--- src/rtl/acps_pkg.sv ---
// Shared constants, types and arithmetic for the converter phase and setup block.
package acps_pkg;

    // ==========================================================
    // Sizes
    localparam int NUM_CH = 8;
    localparam int ADDR_W = 7;
    localparam int DEC_W = 12;
    localparam int PIN_W = 6;

    // ==========================================================
    // Register offsets
    localparam logic [6:0] OFS_CH_SETUP = 7'h00;
    localparam logic [6:0] OFS_CH_OFF_MASK = 7'h08;
    localparam logic [6:0] OFS_CH_PHASE = 7'h09;
    localparam logic [6:0] OFS_GLOBAL_ONE = 7'h11;
    localparam logic [6:0] OFS_AUX_DIR = 7'h12;
    localparam logic [6:0] OFS_AUX_DATA = 7'h13;
    localparam logic [6:0] OFS_MUX_SETUP = 7'h14;
    localparam logic [6:0] OFS_BUF_ONE = 7'h15;
    localparam logic [6:0] OFS_BUF_TWO = 7'h16;

    // ==========================================================
    // Field positions
    localparam int GAIN_LSB = 6;
    localparam int REF_SEL_LSB = 6;
    localparam int HIRES_BIT = 6;
    localparam int CM_PD_BIT = 5;
    localparam int IREF_PD_BIT = 4;
    localparam int SAR_PD_BIT = 3;
    localparam int OSC_PD_BIT = 2;
    localparam int BUF_POS_BIT = 4;
    localparam int BUF_NEG_BIT = 3;
    localparam int PRE_POS_BIT = 7;
    localparam int PRE_NEG_BIT = 6;
    localparam int AREG1_BIT = 2;
    localparam int AREG2_BIT = 1;
    localparam int DREG_BIT = 0;
    localparam int PIN_SYNC = 0;
    localparam int PIN_FMT0 = 1;
    localparam int PIN_FMT1 = 2;
    localparam int PIN_AUX = 3;

    // ==========================================================
    // Values after reset
    localparam logic [7:0] RST_BYTE = 8'h00;
    localparam logic [7:0] RST_GLOBAL_ONE = 8'h58;
    localparam logic [7:0] RST_BUF_ONE = 8'h18;
    localparam logic [7:0] RST_BUF_TWO = 8'hc0;
    localparam logic [5:0] RST_PINS = 6'h01;

    // ==========================================================
    // Modulator clock division per power mode
    localparam logic [3:0] MOD_DIV_HI = 4'h4;
    localparam logic [3:0] MOD_DIV_LP = 4'h8;

    // ==========================================================
    // Types
    typedef enum logic [1:0] {
        BUF_OFF = 2'b00,
        BUF_ENABLED = 2'b01,
        BUF_PRECHARGED = 2'b10
    } acps_buf_mode_type;

    typedef enum logic [1:0] {
        REF_EXT = 2'b00,
        REF_INT = 2'b01,
        REF_SUPPLY = 2'b10,
        REF_EXT_SWAP = 2'b11
    } acps_ref_sel_type;

    typedef enum logic [1:0] {
        CH_IDLE = 2'b00,
        CH_DELAY = 2'b01,
        CH_RUN = 2'b10
    } acps_ch_state_type;

    // ==========================================================
    // Functions
    // Scaling factor for the phase delay, taken from the decimation rate.
    function automatic logic [11:0] phase_factor(input logic [11:0] dec);
        if (dec <= 12'h0ff) return 12'h001;
        else if (dec <= 12'h1ff) return 12'h002;
        else if (dec <= 12'h3ff) return 12'h004;
        else if (dec <= 12'h7ff) return 12'h008;
        else return 12'h010;
    endfunction

    // Stored delay times the factor, clipped below the decimation rate.
    function automatic logic [11:0] phase_effective(input logic [7:0] val, input logic [11:0] dec);
        logic [11:0] prod;
        prod = {4'h0, val} * phase_factor(dec);
        if (dec == 12'h000) return 12'h000;
        else if (prod >= dec) return dec - 12'h001;
        else return prod;
    endfunction

endpackage

--- src/rtl/acps_phase_scale.sv ---
// Rescales a written phase delay so that the product with the factor fits eight bits.
module acps_phase_scale
    import acps_pkg::*;
(
    input wire logic [7:0] i_value,
    input wire logic [11:0] i_dec,
    output logic [7:0] o_stored
);

    logic [11:0] prod;

    // ==========================================================
    // Product and scaling
    always_comb begin
        prod = {4'h0, i_value} * phase_factor(i_dec);
        if (prod <= 12'h0ff) begin
            o_stored = prod[7:0];
        end else if (prod <= 12'h1ff) begin
            o_stored = prod[8:1];
        end else if (prod <= 12'h3ff) begin
            o_stored = prod[9:2];
        end else if (prod <= 12'h7ff) begin
            o_stored = prod[10:3];
        end else begin
            o_stored = prod[11:4];
        end
    end

endmodule

--- src/rtl/acps_chan_timer.sv ---
// One channel's filter start delay and decimation counter.
module acps_chan_timer
    import acps_pkg::*;
(
    input wire logic i_clk,
    input wire logic i_resetn,
    input wire logic i_enable,
    input wire logic i_mod_en,
    input wire logic i_sync,
    input wire logic [7:0] i_phase,
    input wire logic [11:0] i_dec,
    output logic o_run,
    output logic o_sample
);

    acps_ch_state_type state_r;
    logic [11:0] cnt_r;
    logic [11:0] dec_r;

    // ==========================================================
    // Delay then free running decimation count
    always_ff @(posedge i_clk) begin
        if (!i_resetn) begin
            state_r <= CH_IDLE;
            cnt_r <= 12'h000;
            dec_r <= 12'h000;
            o_sample <= 1'b0;
        end else begin
            o_sample <= 1'b0;
            if (!i_enable) begin
                state_r <= CH_IDLE;
            end else if (i_sync) begin
                dec_r <= i_dec;
                cnt_r <= phase_effective(i_phase, i_dec);
                state_r <= CH_DELAY;
            end else if (i_mod_en) begin
                unique case (state_r)
                    CH_IDLE: begin
                        cnt_r <= 12'h000;
                    end
                    CH_DELAY: begin
                        if (cnt_r == 12'h000) begin
                            state_r <= CH_RUN;
                        end else begin
                            cnt_r <= cnt_r - 12'h001;
                        end
                    end
                    CH_RUN: begin
                        if (cnt_r >= dec_r - 12'h001) begin
                            cnt_r <= 12'h000;
                            o_sample <= 1'b1;
                        end else begin
                            cnt_r <= cnt_r + 12'h001;
                        end
                    end
                    default: begin
                        state_r <= CH_IDLE;
                    end
                endcase
            end
        end
    end

    assign o_run = (state_r == CH_RUN);

endmodule

--- src/rtl/acps_top.sv ---
// Phase delay, gain, reference, power and auxiliary pin control of the converter array.
//
// Behaviour
// - After sync, each channel's filter start waits its delay in modulator clocks.
// - Delay values are taken only at a sync pulse; later writes wait.
// - Delay is multiplied by 1, 2, 4, 8 or 16 by decimation rate.
// - An effective delay reaching the decimation rate becomes rate minus one.
// - A written delay is stored as value times n, shifted down to fit eight bits.
// - Channel setup bits 7 to 6 pick amplifier gain 1, 2, 4 or 8.
// - Sample rate is clock over four or eight times decimation, by power mode.
// - In serial control mode the mode pins become auxiliary pins.
// - Direction bits 2 to 0 set each auxiliary pin; data register reads and drives.
// - Mux setup bits 7 to 6 pick external, internal, supply or swapped reference.
// - Reference and buffer mode apply to all channels together.
// - Buffer bits 4 and 3 enable, second register bits 7 and 6 precharge.
// - Reference buffers come out of reset precharged.
// - Global setup bit 6 selects high resolution or low power.
// - Global setup bits 5 to 2 power down blocks; a mask disables channels.
// - Second buffer register bits 2 to 0 bypass the three regulators.
// - Register access works only with both format pins high.
module acps_top
    import acps_pkg::*;
#(
    parameter int NUM_AUX = 3
)
(
    input wire logic i_clk,
    input wire logic i_resetn,
    input wire logic i_sync_n,
    input wire logic i_format_pin_zero,
    input wire logic i_format_pin_one,
    input wire logic [DEC_W-1:0] i_decimation,
    input wire logic i_reg_wr,
    input wire logic i_reg_rd,
    input wire logic [ADDR_W-1:0] i_reg_addr,
    input wire logic [7:0] i_reg_wdata,
    output logic [7:0] o_reg_rdata,
    output logic o_reg_rvalid,
    input wire logic [NUM_AUX-1:0] i_aux_pins,
    output logic [NUM_AUX-1:0] o_aux_pins,
    output logic [NUM_AUX-1:0] o_aux_pins_oe,
    output logic o_serial_mode,
    output logic o_modulator_clock_en,
    output logic o_high_res,
    output logic [2*NUM_CH-1:0] o_pga_gain,
    output acps_ref_sel_type o_ref_select,
    output acps_buf_mode_type o_refp_buf_mode,
    output acps_buf_mode_type o_refn_buf_mode,
    output logic o_common_mode_buffer_pd,
    output logic o_int_ref_buf_pd,
    output logic o_sar_pd,
    output logic o_osc_pd,
    output logic [NUM_CH-1:0] o_channel_off_mask,
    output logic o_analog_regulator_one_bypass,
    output logic o_analog_regulator_two_bypass,
    output logic o_digital_regulator_bypass,
    output logic o_sync_event,
    output logic [NUM_CH-1:0] o_filter_run,
    output logic [NUM_CH-1:0] o_chan_sample
);

    logic [PIN_W-1:0] pin_meta_r;
    logic [PIN_W-1:0] pin_s2_r;
    logic [PIN_W-1:0] pin_s3_r;
    logic [PIN_W-1:0] pin_stable_r;
    logic [PIN_W-1:0] pin_stable_nxt;
    logic sync_fire;
    logic sync_r;
    logic serial_mode;
    logic wr_ok;
    logic [3:0] mod_cnt_r;
    logic [3:0] mod_div;
    logic mod_en_r;
    logic [7:0] setup_r [NUM_CH];
    logic [7:0] phase_r [NUM_CH];
    logic [7:0] off_mask_r;
    logic [7:0] global_one_r;
    logic [7:0] mux_r;
    logic [7:0] buf_one_r;
    logic [7:0] buf_two_r;
    logic [NUM_AUX-1:0] aux_dir_r;
    logic [NUM_AUX-1:0] aux_out_r;
    logic [NUM_AUX-1:0] aux_in;
    logic [7:0] phase_stored;
    logic [7:0] rdata_nxt;

    // ==========================================================
    // Pin synchronisers
    always_comb begin
        for (int i = 0; i < PIN_W; i++) begin
            pin_stable_nxt[i] = (pin_s2_r[i] == pin_s3_r[i]) ? pin_s3_r[i] : pin_stable_r[i];
        end
    end

    always_ff @(posedge i_clk) begin
        if (!i_resetn) begin
            pin_meta_r <= RST_PINS;
            pin_s2_r <= RST_PINS;
            pin_s3_r <= RST_PINS;
            pin_stable_r <= RST_PINS;
        end else begin
            pin_meta_r <= {i_aux_pins, i_format_pin_one, i_format_pin_zero, i_sync_n};
            pin_s2_r <= pin_meta_r;
            pin_s3_r <= pin_s2_r;
            pin_stable_r <= pin_stable_nxt;
        end
    end

    // A sync event is the settled falling edge of the active low sync pin.
    assign sync_fire = pin_stable_r[PIN_SYNC] & ~pin_stable_nxt[PIN_SYNC];
    assign serial_mode = pin_stable_r[PIN_FMT0] & pin_stable_r[PIN_FMT1];
    assign wr_ok = i_reg_wr & serial_mode;
    assign aux_in = pin_stable_r[PIN_AUX +: NUM_AUX];

    always_ff @(posedge i_clk) begin
        if (!i_resetn) begin
            sync_r <= 1'b0;
        end else begin
            sync_r <= sync_fire;
        end
    end

    // ==========================================================
    // Modulator clock enable
    assign mod_div = global_one_r[HIRES_BIT] ? MOD_DIV_HI : MOD_DIV_LP;

    always_ff @(posedge i_clk) begin
        if (!i_resetn) begin
            mod_cnt_r <= 4'h0;
            mod_en_r <= 1'b0;
        end else begin
            mod_en_r <= (mod_cnt_r >= mod_div - 4'h1);
            mod_cnt_r <= (mod_cnt_r >= mod_div - 4'h1) ? 4'h0 : mod_cnt_r + 4'h1;
        end
    end

    // ==========================================================
    // Channel setup and phase delay registers
    acps_phase_scale u_scale (
        .i_value(i_reg_wdata),
        .i_dec(i_decimation),
        .o_stored(phase_stored)
    );

    always_ff @(posedge i_clk) begin
        if (!i_resetn) begin
            for (int c = 0; c < NUM_CH; c++) begin
                setup_r[c] <= RST_BYTE;
                phase_r[c] <= RST_BYTE;
            end
        end else if (wr_ok) begin
            for (int c = 0; c < NUM_CH; c++) begin
                if (i_reg_addr == OFS_CH_SETUP + 7'(c)) begin
                    setup_r[c] <= i_reg_wdata;
                end
                if (i_reg_addr == OFS_CH_PHASE + 7'(c)) begin
                    phase_r[c] <= phase_stored;
                end
            end
        end
    end

    // ==========================================================
    // Global, reference and buffer registers
    always_ff @(posedge i_clk) begin
        if (!i_resetn) begin
            off_mask_r <= RST_BYTE;
            global_one_r <= RST_GLOBAL_ONE;
            mux_r <= RST_BYTE;
            buf_one_r <= RST_BUF_ONE;
            buf_two_r <= RST_BUF_TWO;
        end else if (wr_ok) begin
            unique case (i_reg_addr)
                OFS_CH_OFF_MASK: begin
                    off_mask_r <= i_reg_wdata;
                end
                OFS_GLOBAL_ONE: begin
                    global_one_r <= i_reg_wdata;
                end
                OFS_MUX_SETUP: begin
                    mux_r <= i_reg_wdata;
                end
                OFS_BUF_ONE: begin
                    buf_one_r <= i_reg_wdata;
                end
                OFS_BUF_TWO: begin
                    buf_two_r <= i_reg_wdata;
                end
                default: begin
                    off_mask_r <= off_mask_r;
                end
            endcase
        end
    end

    // ==========================================================
    // Auxiliary pins
    always_ff @(posedge i_clk) begin
        if (!i_resetn) begin
            aux_dir_r <= '0;
            aux_out_r <= '0;
        end else if (wr_ok) begin
            if (i_reg_addr == OFS_AUX_DIR) begin
                aux_dir_r <= i_reg_wdata[NUM_AUX-1:0];
            end
            if (i_reg_addr == OFS_AUX_DATA) begin
                aux_out_r <= i_reg_wdata[NUM_AUX-1:0];
            end
        end
    end

    assign o_aux_pins = aux_out_r;
    assign o_aux_pins_oe = serial_mode ? aux_dir_r : '0;

    // ==========================================================
    // Register read back
    always_comb begin
        rdata_nxt = 8'h00;
        for (int c = 0; c < NUM_CH; c++) begin
            if (i_reg_addr == OFS_CH_SETUP + 7'(c)) begin
                rdata_nxt = setup_r[c];
            end
            if (i_reg_addr == OFS_CH_PHASE + 7'(c)) begin
                rdata_nxt = phase_r[c];
            end
        end
        unique case (i_reg_addr)
            OFS_CH_OFF_MASK: rdata_nxt = off_mask_r;
            OFS_GLOBAL_ONE: rdata_nxt = global_one_r;
            OFS_AUX_DIR: rdata_nxt = {{(8-NUM_AUX){1'b0}}, aux_dir_r};
            OFS_AUX_DATA: rdata_nxt = {{(8-NUM_AUX){1'b0}}, (aux_dir_r & aux_out_r) | (~aux_dir_r & aux_in)};
            OFS_MUX_SETUP: rdata_nxt = mux_r;
            OFS_BUF_ONE: rdata_nxt = buf_one_r;
            OFS_BUF_TWO: rdata_nxt = buf_two_r;
            default: rdata_nxt = rdata_nxt;
        endcase
    end

    always_ff @(posedge i_clk) begin
        if (!i_resetn) begin
            o_reg_rdata <= 8'h00;
            o_reg_rvalid <= 1'b0;
        end else begin
            o_reg_rvalid <= i_reg_rd;
            o_reg_rdata <= (i_reg_rd && serial_mode) ? rdata_nxt : 8'h00;
        end
    end

    // ==========================================================
    // Per channel filter timers
    for (genvar c = 0; c < NUM_CH; c++) begin : g_ch
        acps_chan_timer u_timer (
            .i_clk(i_clk),
            .i_resetn(i_resetn),
            .i_enable(~off_mask_r[c]),
            .i_mod_en(mod_en_r),
            .i_sync(sync_r),
            .i_phase(phase_r[c]),
            .i_dec(i_decimation),
            .o_run(o_filter_run[c]),
            .o_sample(o_chan_sample[c])
        );
        assign o_pga_gain[2*c +: 2] = setup_r[c][GAIN_LSB +: 2];
    end

    // ==========================================================
    // Global setting outputs
    assign o_serial_mode = serial_mode;
    assign o_modulator_clock_en = mod_en_r;
    assign o_sync_event = sync_r;
    assign o_high_res = global_one_r[HIRES_BIT];
    assign o_ref_select = acps_ref_sel_type'(mux_r[REF_SEL_LSB +: 2]);
    assign o_refp_buf_mode = !buf_one_r[BUF_POS_BIT] ? BUF_OFF :
        (buf_two_r[PRE_POS_BIT] ? BUF_PRECHARGED : BUF_ENABLED);
    assign o_refn_buf_mode = !buf_one_r[BUF_NEG_BIT] ? BUF_OFF :
        (buf_two_r[PRE_NEG_BIT] ? BUF_PRECHARGED : BUF_ENABLED);
    assign o_common_mode_buffer_pd = global_one_r[CM_PD_BIT];
    assign o_int_ref_buf_pd = global_one_r[IREF_PD_BIT];
    assign o_sar_pd = global_one_r[SAR_PD_BIT];
    assign o_osc_pd = global_one_r[OSC_PD_BIT];
    assign o_channel_off_mask = off_mask_r;
    assign o_analog_regulator_one_bypass = buf_two_r[AREG1_BIT];
    assign o_analog_regulator_two_bypass = buf_two_r[AREG2_BIT];
    assign o_digital_regulator_bypass = buf_two_r[DREG_BIT];
endmodule

--- config.mk ---
export PLATFORM = sky130hd
export DESIGN_NAME = acps_top
export DESIGN_NICKNAME = d
export VERILOG_FILES = /design/src/rtl/acps_pkg.sv /design/src/rtl/acps_phase_scale.sv /design/src/rtl/acps_chan_timer.sv /design/src/rtl/acps_top.sv
export SDC_FILE = /design/constraint.sdc
export NUM_CORES = 2
export LEC_CHECK = 0
export ABC_AREA = 1
export BUFFER_PORTS_ARGS = -buffer_cell sky130_fd_sc_hd__buf_2
export CAP_MARGIN = 20
export CORE_ASPECT_RATIO = 1.4
export CORE_MARGIN = 1
export CORE_UTILIZATION = 40
export DETAILED_ROUTE_END_ITERATION = 16
export MAX_ROUTING_LAYER = met4
export PLACE_DENSITY = 0.61
export SETUP_SLACK_MARGIN = 0.5
export SLEW_MARGIN = 0
export SYNTH_ARGS = -nofsm -noshare
export SYNTH_HDL_FRONTEND = slang
export SYNTH_SLANG_ARGS = --single-unit
--- constraint.sdc ---
create_clock -name i_clk -period 11.6 [get_ports i_clk]
set_clock_uncertainty 0.15 [all_clocks]
set_input_delay 0.58 -clock i_clk [delete_from_list [all_inputs] [get_ports i_clk]]
set_output_delay 0.58 -clock i_clk [all_outputs]
set_load 0.01 [all_outputs]
==> out/results.tsv <==
metric	value	unit
Clock Power Share	33.9	%
Initial DRC Count	2692	
cells taking the most area after synthesis	ha_1 (16%), dfxtp_1 (15%), edfxtp_1 (9.4%)	
multi-input logic area	26560	sq um
Longest Clk Path Bufs	3	
Root Buffer	clkbuf_16	
Setup CP Type	input pin to register	
NetSw	0.001792	W
CTS-repair resized insts	0	
Initial Util	40.39	%
gpl congestion	0.9467	
Worst Path Required	11.96	ns
HPWL Detailed	98640	um
Filler Cells Inserted	10490	
status	completed	
Switching Share	37.51	%
Synth top area share	16.22	%
fin. max-slew vios	0	
Yosys Warn Count	0	
postcts setup bufs	0	
Most common cell on crit path	nand2_1	
Vias per Instance	5.288	
Seq cells post-synth	429	
initial antenna violation count	1	
GR Util met1	31.01	%
Critical Path Max Stage Delay	0.74	ns
EDFF count, synth	128	
Crit Path Max Fanout	55	
Pleak	22.04	nW
io pins	109	
ys async rst share	0	%
DR vias	37480	
commonest non-fill, non-tap cell in the layout	inv_1	
Initial DRT Pass Iterations	6	
Reg clk slew, reported paths	0.07	ns
post-synth top area cell	ha_1	
CTS Buf Count	47	
logic gate share of total power	29.4	%
Mapped Nets	6434	
area grow syn2layout	8.333	%
Placement Cell Area	42570	sq um
Die W	272.2	um
slew margin rel.	19.24	%
Reg area	9869	sq um
fmax	0.1320	GHz
grt met3 use	2.184	%
share of cells above drive strength 1	5.229	%
setup_tns	0	ns
slew of the pin with the lowest slew margin	1.206	ns
final setup fails	0	
Core Footprint	101200	sq um
Clk Latency, worst-skew pair	0.64	ns
# nets final	6438	
minimum clock period after layout	7.578	ns
Remaining DRCs	0	
Total Routing Usage GR	25.52	%
vias in the first global route	35450	
TritonCTS Sinks	429	
Critical Path Sink Type	register	
Mapped Area	40870	sq um
power per cell area	107.9	nW/um^2
Rows	138	
global route overflow	0	
sequential area share after synthesis	24.15	%
slowest CP cell	nor2_1	
ys flop type	dfxtp_1	
Hold Vio Cnt, Final	0	
pre-CTS setup slack	3.537	ns
CTS tree	done	
first-pass GRT wire length	201200	um
die area	103500	sq um
Flop pwr share	36.7	%
Hold Path Class	input pin to register	
Startpoint Class	input pin	
average instance area after synthesis	7.153	sq um
GR peak layer	met2	
met2 GRT Util	42.91	%
Final Cycle Share	65.33	%
antenna viol nets, final	0	
largest net degree at the start of global routing	77	
RSZ-0062 raised after global routing	no	
port bufs	108	
post-synthesis instance total	5714	
DIE HEIGHT	380.2	um
final WL	130200	um
final critical-path setup slack	4.022	ns
library cells used by synthesis	60	
final instance area	44280	sq um
per-cell routed wire length	18.37	um
commonest cells after routing, fill and taps aside	inv_1 (924), nand2_1 (907), nor2_1 (668), a21oi_1 (579), ha_1 (530)	
CP arrival	7.94	ns
Max H-tree Level	2	
Int Pwr	0.002985	W
Peak supply drop	0.0001014	V
maxcap violations	0	
==> sequential cells by signal (all words and copies together), names as in the netlist, 6 cells and up <==
signal,count
global_one_r,8
setup_r,64
pin_meta_r,6
pin_stable_r,6
buf_two_r,8
g_ch.u_timer.o_sample,8
o_channel_off_mask,8
o_reg_rdata,8
g_ch.u_timer.cnt_r,96
mux_r,8
phase_r,64
pin_s3_r,6
g_ch.u_timer.state_r,16
pin_s2_r,6
g_ch.u_timer.dec_r,96
buf_one_r,8
==> cell families (layout without fill, tap and decap cells) <==
logic type | after synthesis | in the layout | share of synthesized area, %
AO/OA/AOI/OAI | 1151 | 1151 | 14.94
XOR/XNOR | 246 | 246 | 5.290
adder cells (fa/ha/maj) | 684 | 684 | 23.74
buffers and inverters | 1159 | 1201 | 11.05
flip-flops | 429 | 429 | 24.15
other | 0 | 1 | 0
AND/OR/NAND/NOR | 2045 | 2045 | 20.84
==> synthesized netlist by cell type, types with 9 or more instances <==
| library cell | count |
|---|---|
| dfxtp_1 | 301 |
| nand4_1 | 59 |
| o21ai_1 | 12 |
| xnor2_1 | 81 |
| inv_1 | 927 |
| nand3_1 | 248 |
| o211ai_1 | 41 |
| inv_2 | 15 |
| o22ai_1 | 12 |
| nor4_1 | 26 |
| nand3b_1 | 9 |
| nand2_1 | 908 |
| nor3_1 | 79 |
| o31ai_1 | 10 |
| buf_4 | 35 |
| clkbuf_1 | 128 |
| edfxtp_1 | 128 |
| a21oi_1 | 579 |
| o21a_1 | 9 |
| a31oi_1 | 23 |
| buf_1 | 20 |
| nor2_1 | 671 |
| buf_2 | 22 |
| o21ai_0 | 421 |
| fa_1 | 153 |
| xor2_1 | 164 |
| ha_1 | 530 |
==> layout make-up <==
| class | instances | share of cell area [%] |
|---|---|---|
| Antenna cell | 1 | 0.005652 |
| Timing Repair Buffer | 163 | 2.235 |
| Multi-Input combinational cell | 4126 | 59.99 |
| Tap cell | 1330 | 3.758 |
| Sequential cell | 429 | 22.29 |
| Clock buffer | 61 | 2.820 |
| Clock inverter | 26 | 0.8251 |
| Inverter | 951 | 8.071 |
==> metal layers <==
metal,part of all wire (%),up-vias
met5,0,-
met4,5.1,0
met3,4.5,282
met2,48,1033
met1,43,17570
li1,-,18590
==> repair_timing <==
action / in CTS / in global routing
hold buffers: 7 / 0
setup endpoints to repair: 0 / 0
hold endpoints to repair: 7 / 0
==> stage by stage <==
| stage | hold slack [ns] | std cells | utilization (%) | total power, W |
|---|---|---|---|---|
| 5_1_grt | 0.1531 | 7087 | 43.76 | 0.005058 |
| 3_5_place_dp | 0.2539 | 6990 | 42.07 | 0.003167 |
| 6_report | 0.1675 | 7087 | 43.76 | 0.004777 |
| 4_1_cts | 0.1215 | 7084 | 43.74 | 0.004798 |
| 2_1_floorplan | 0.2405 | 5714 | - | 0.002765 |
| 3_3_place_gp | 0.2430 | 6987 | 42.04 | 0.003145 |
==> path summary, 6_finish.rpt <==
check	from	end	slack (ns)	cells after the start
max reg2reg	phase_r[0][4]	g_ch[0].u_timer.cnt_r[11]	5.46	28
max	i_decimation[9]	g_ch[0].u_timer.cnt_r[11]	4.02	35
min	i_reg_wdata[7]	mux_r[7]	0.17	3
min reg2reg	pin_meta_r[5]	pin_s2_r[5]	0.27	2
==> power by group through the flow <==
stage / clock, W / sequential [W] / combinational (W)
after CTS: 0.00165 / 0.00175 / 0.00139
after global placement: 0 / 0.00178 / 0.00136
final: 0.00162 / 0.00176 / 0.00140
after detailed placement: 0 / 0.00178 / 0.00138
after global routing: 0.00170 / 0.00177 / 0.00159
after floorplan: 0 / 0.00173 / 0.00104
==> worst max-delay path, delay by kind of cell <==
family          cells  cell delay (ns)
compound gates      6             0.81
xor+xnor            1             0.31
fa+ha+maj           6             2.25
buf+inv            10             1.55
simple gates       12             2.42
(Power assumes the default switching activity.)
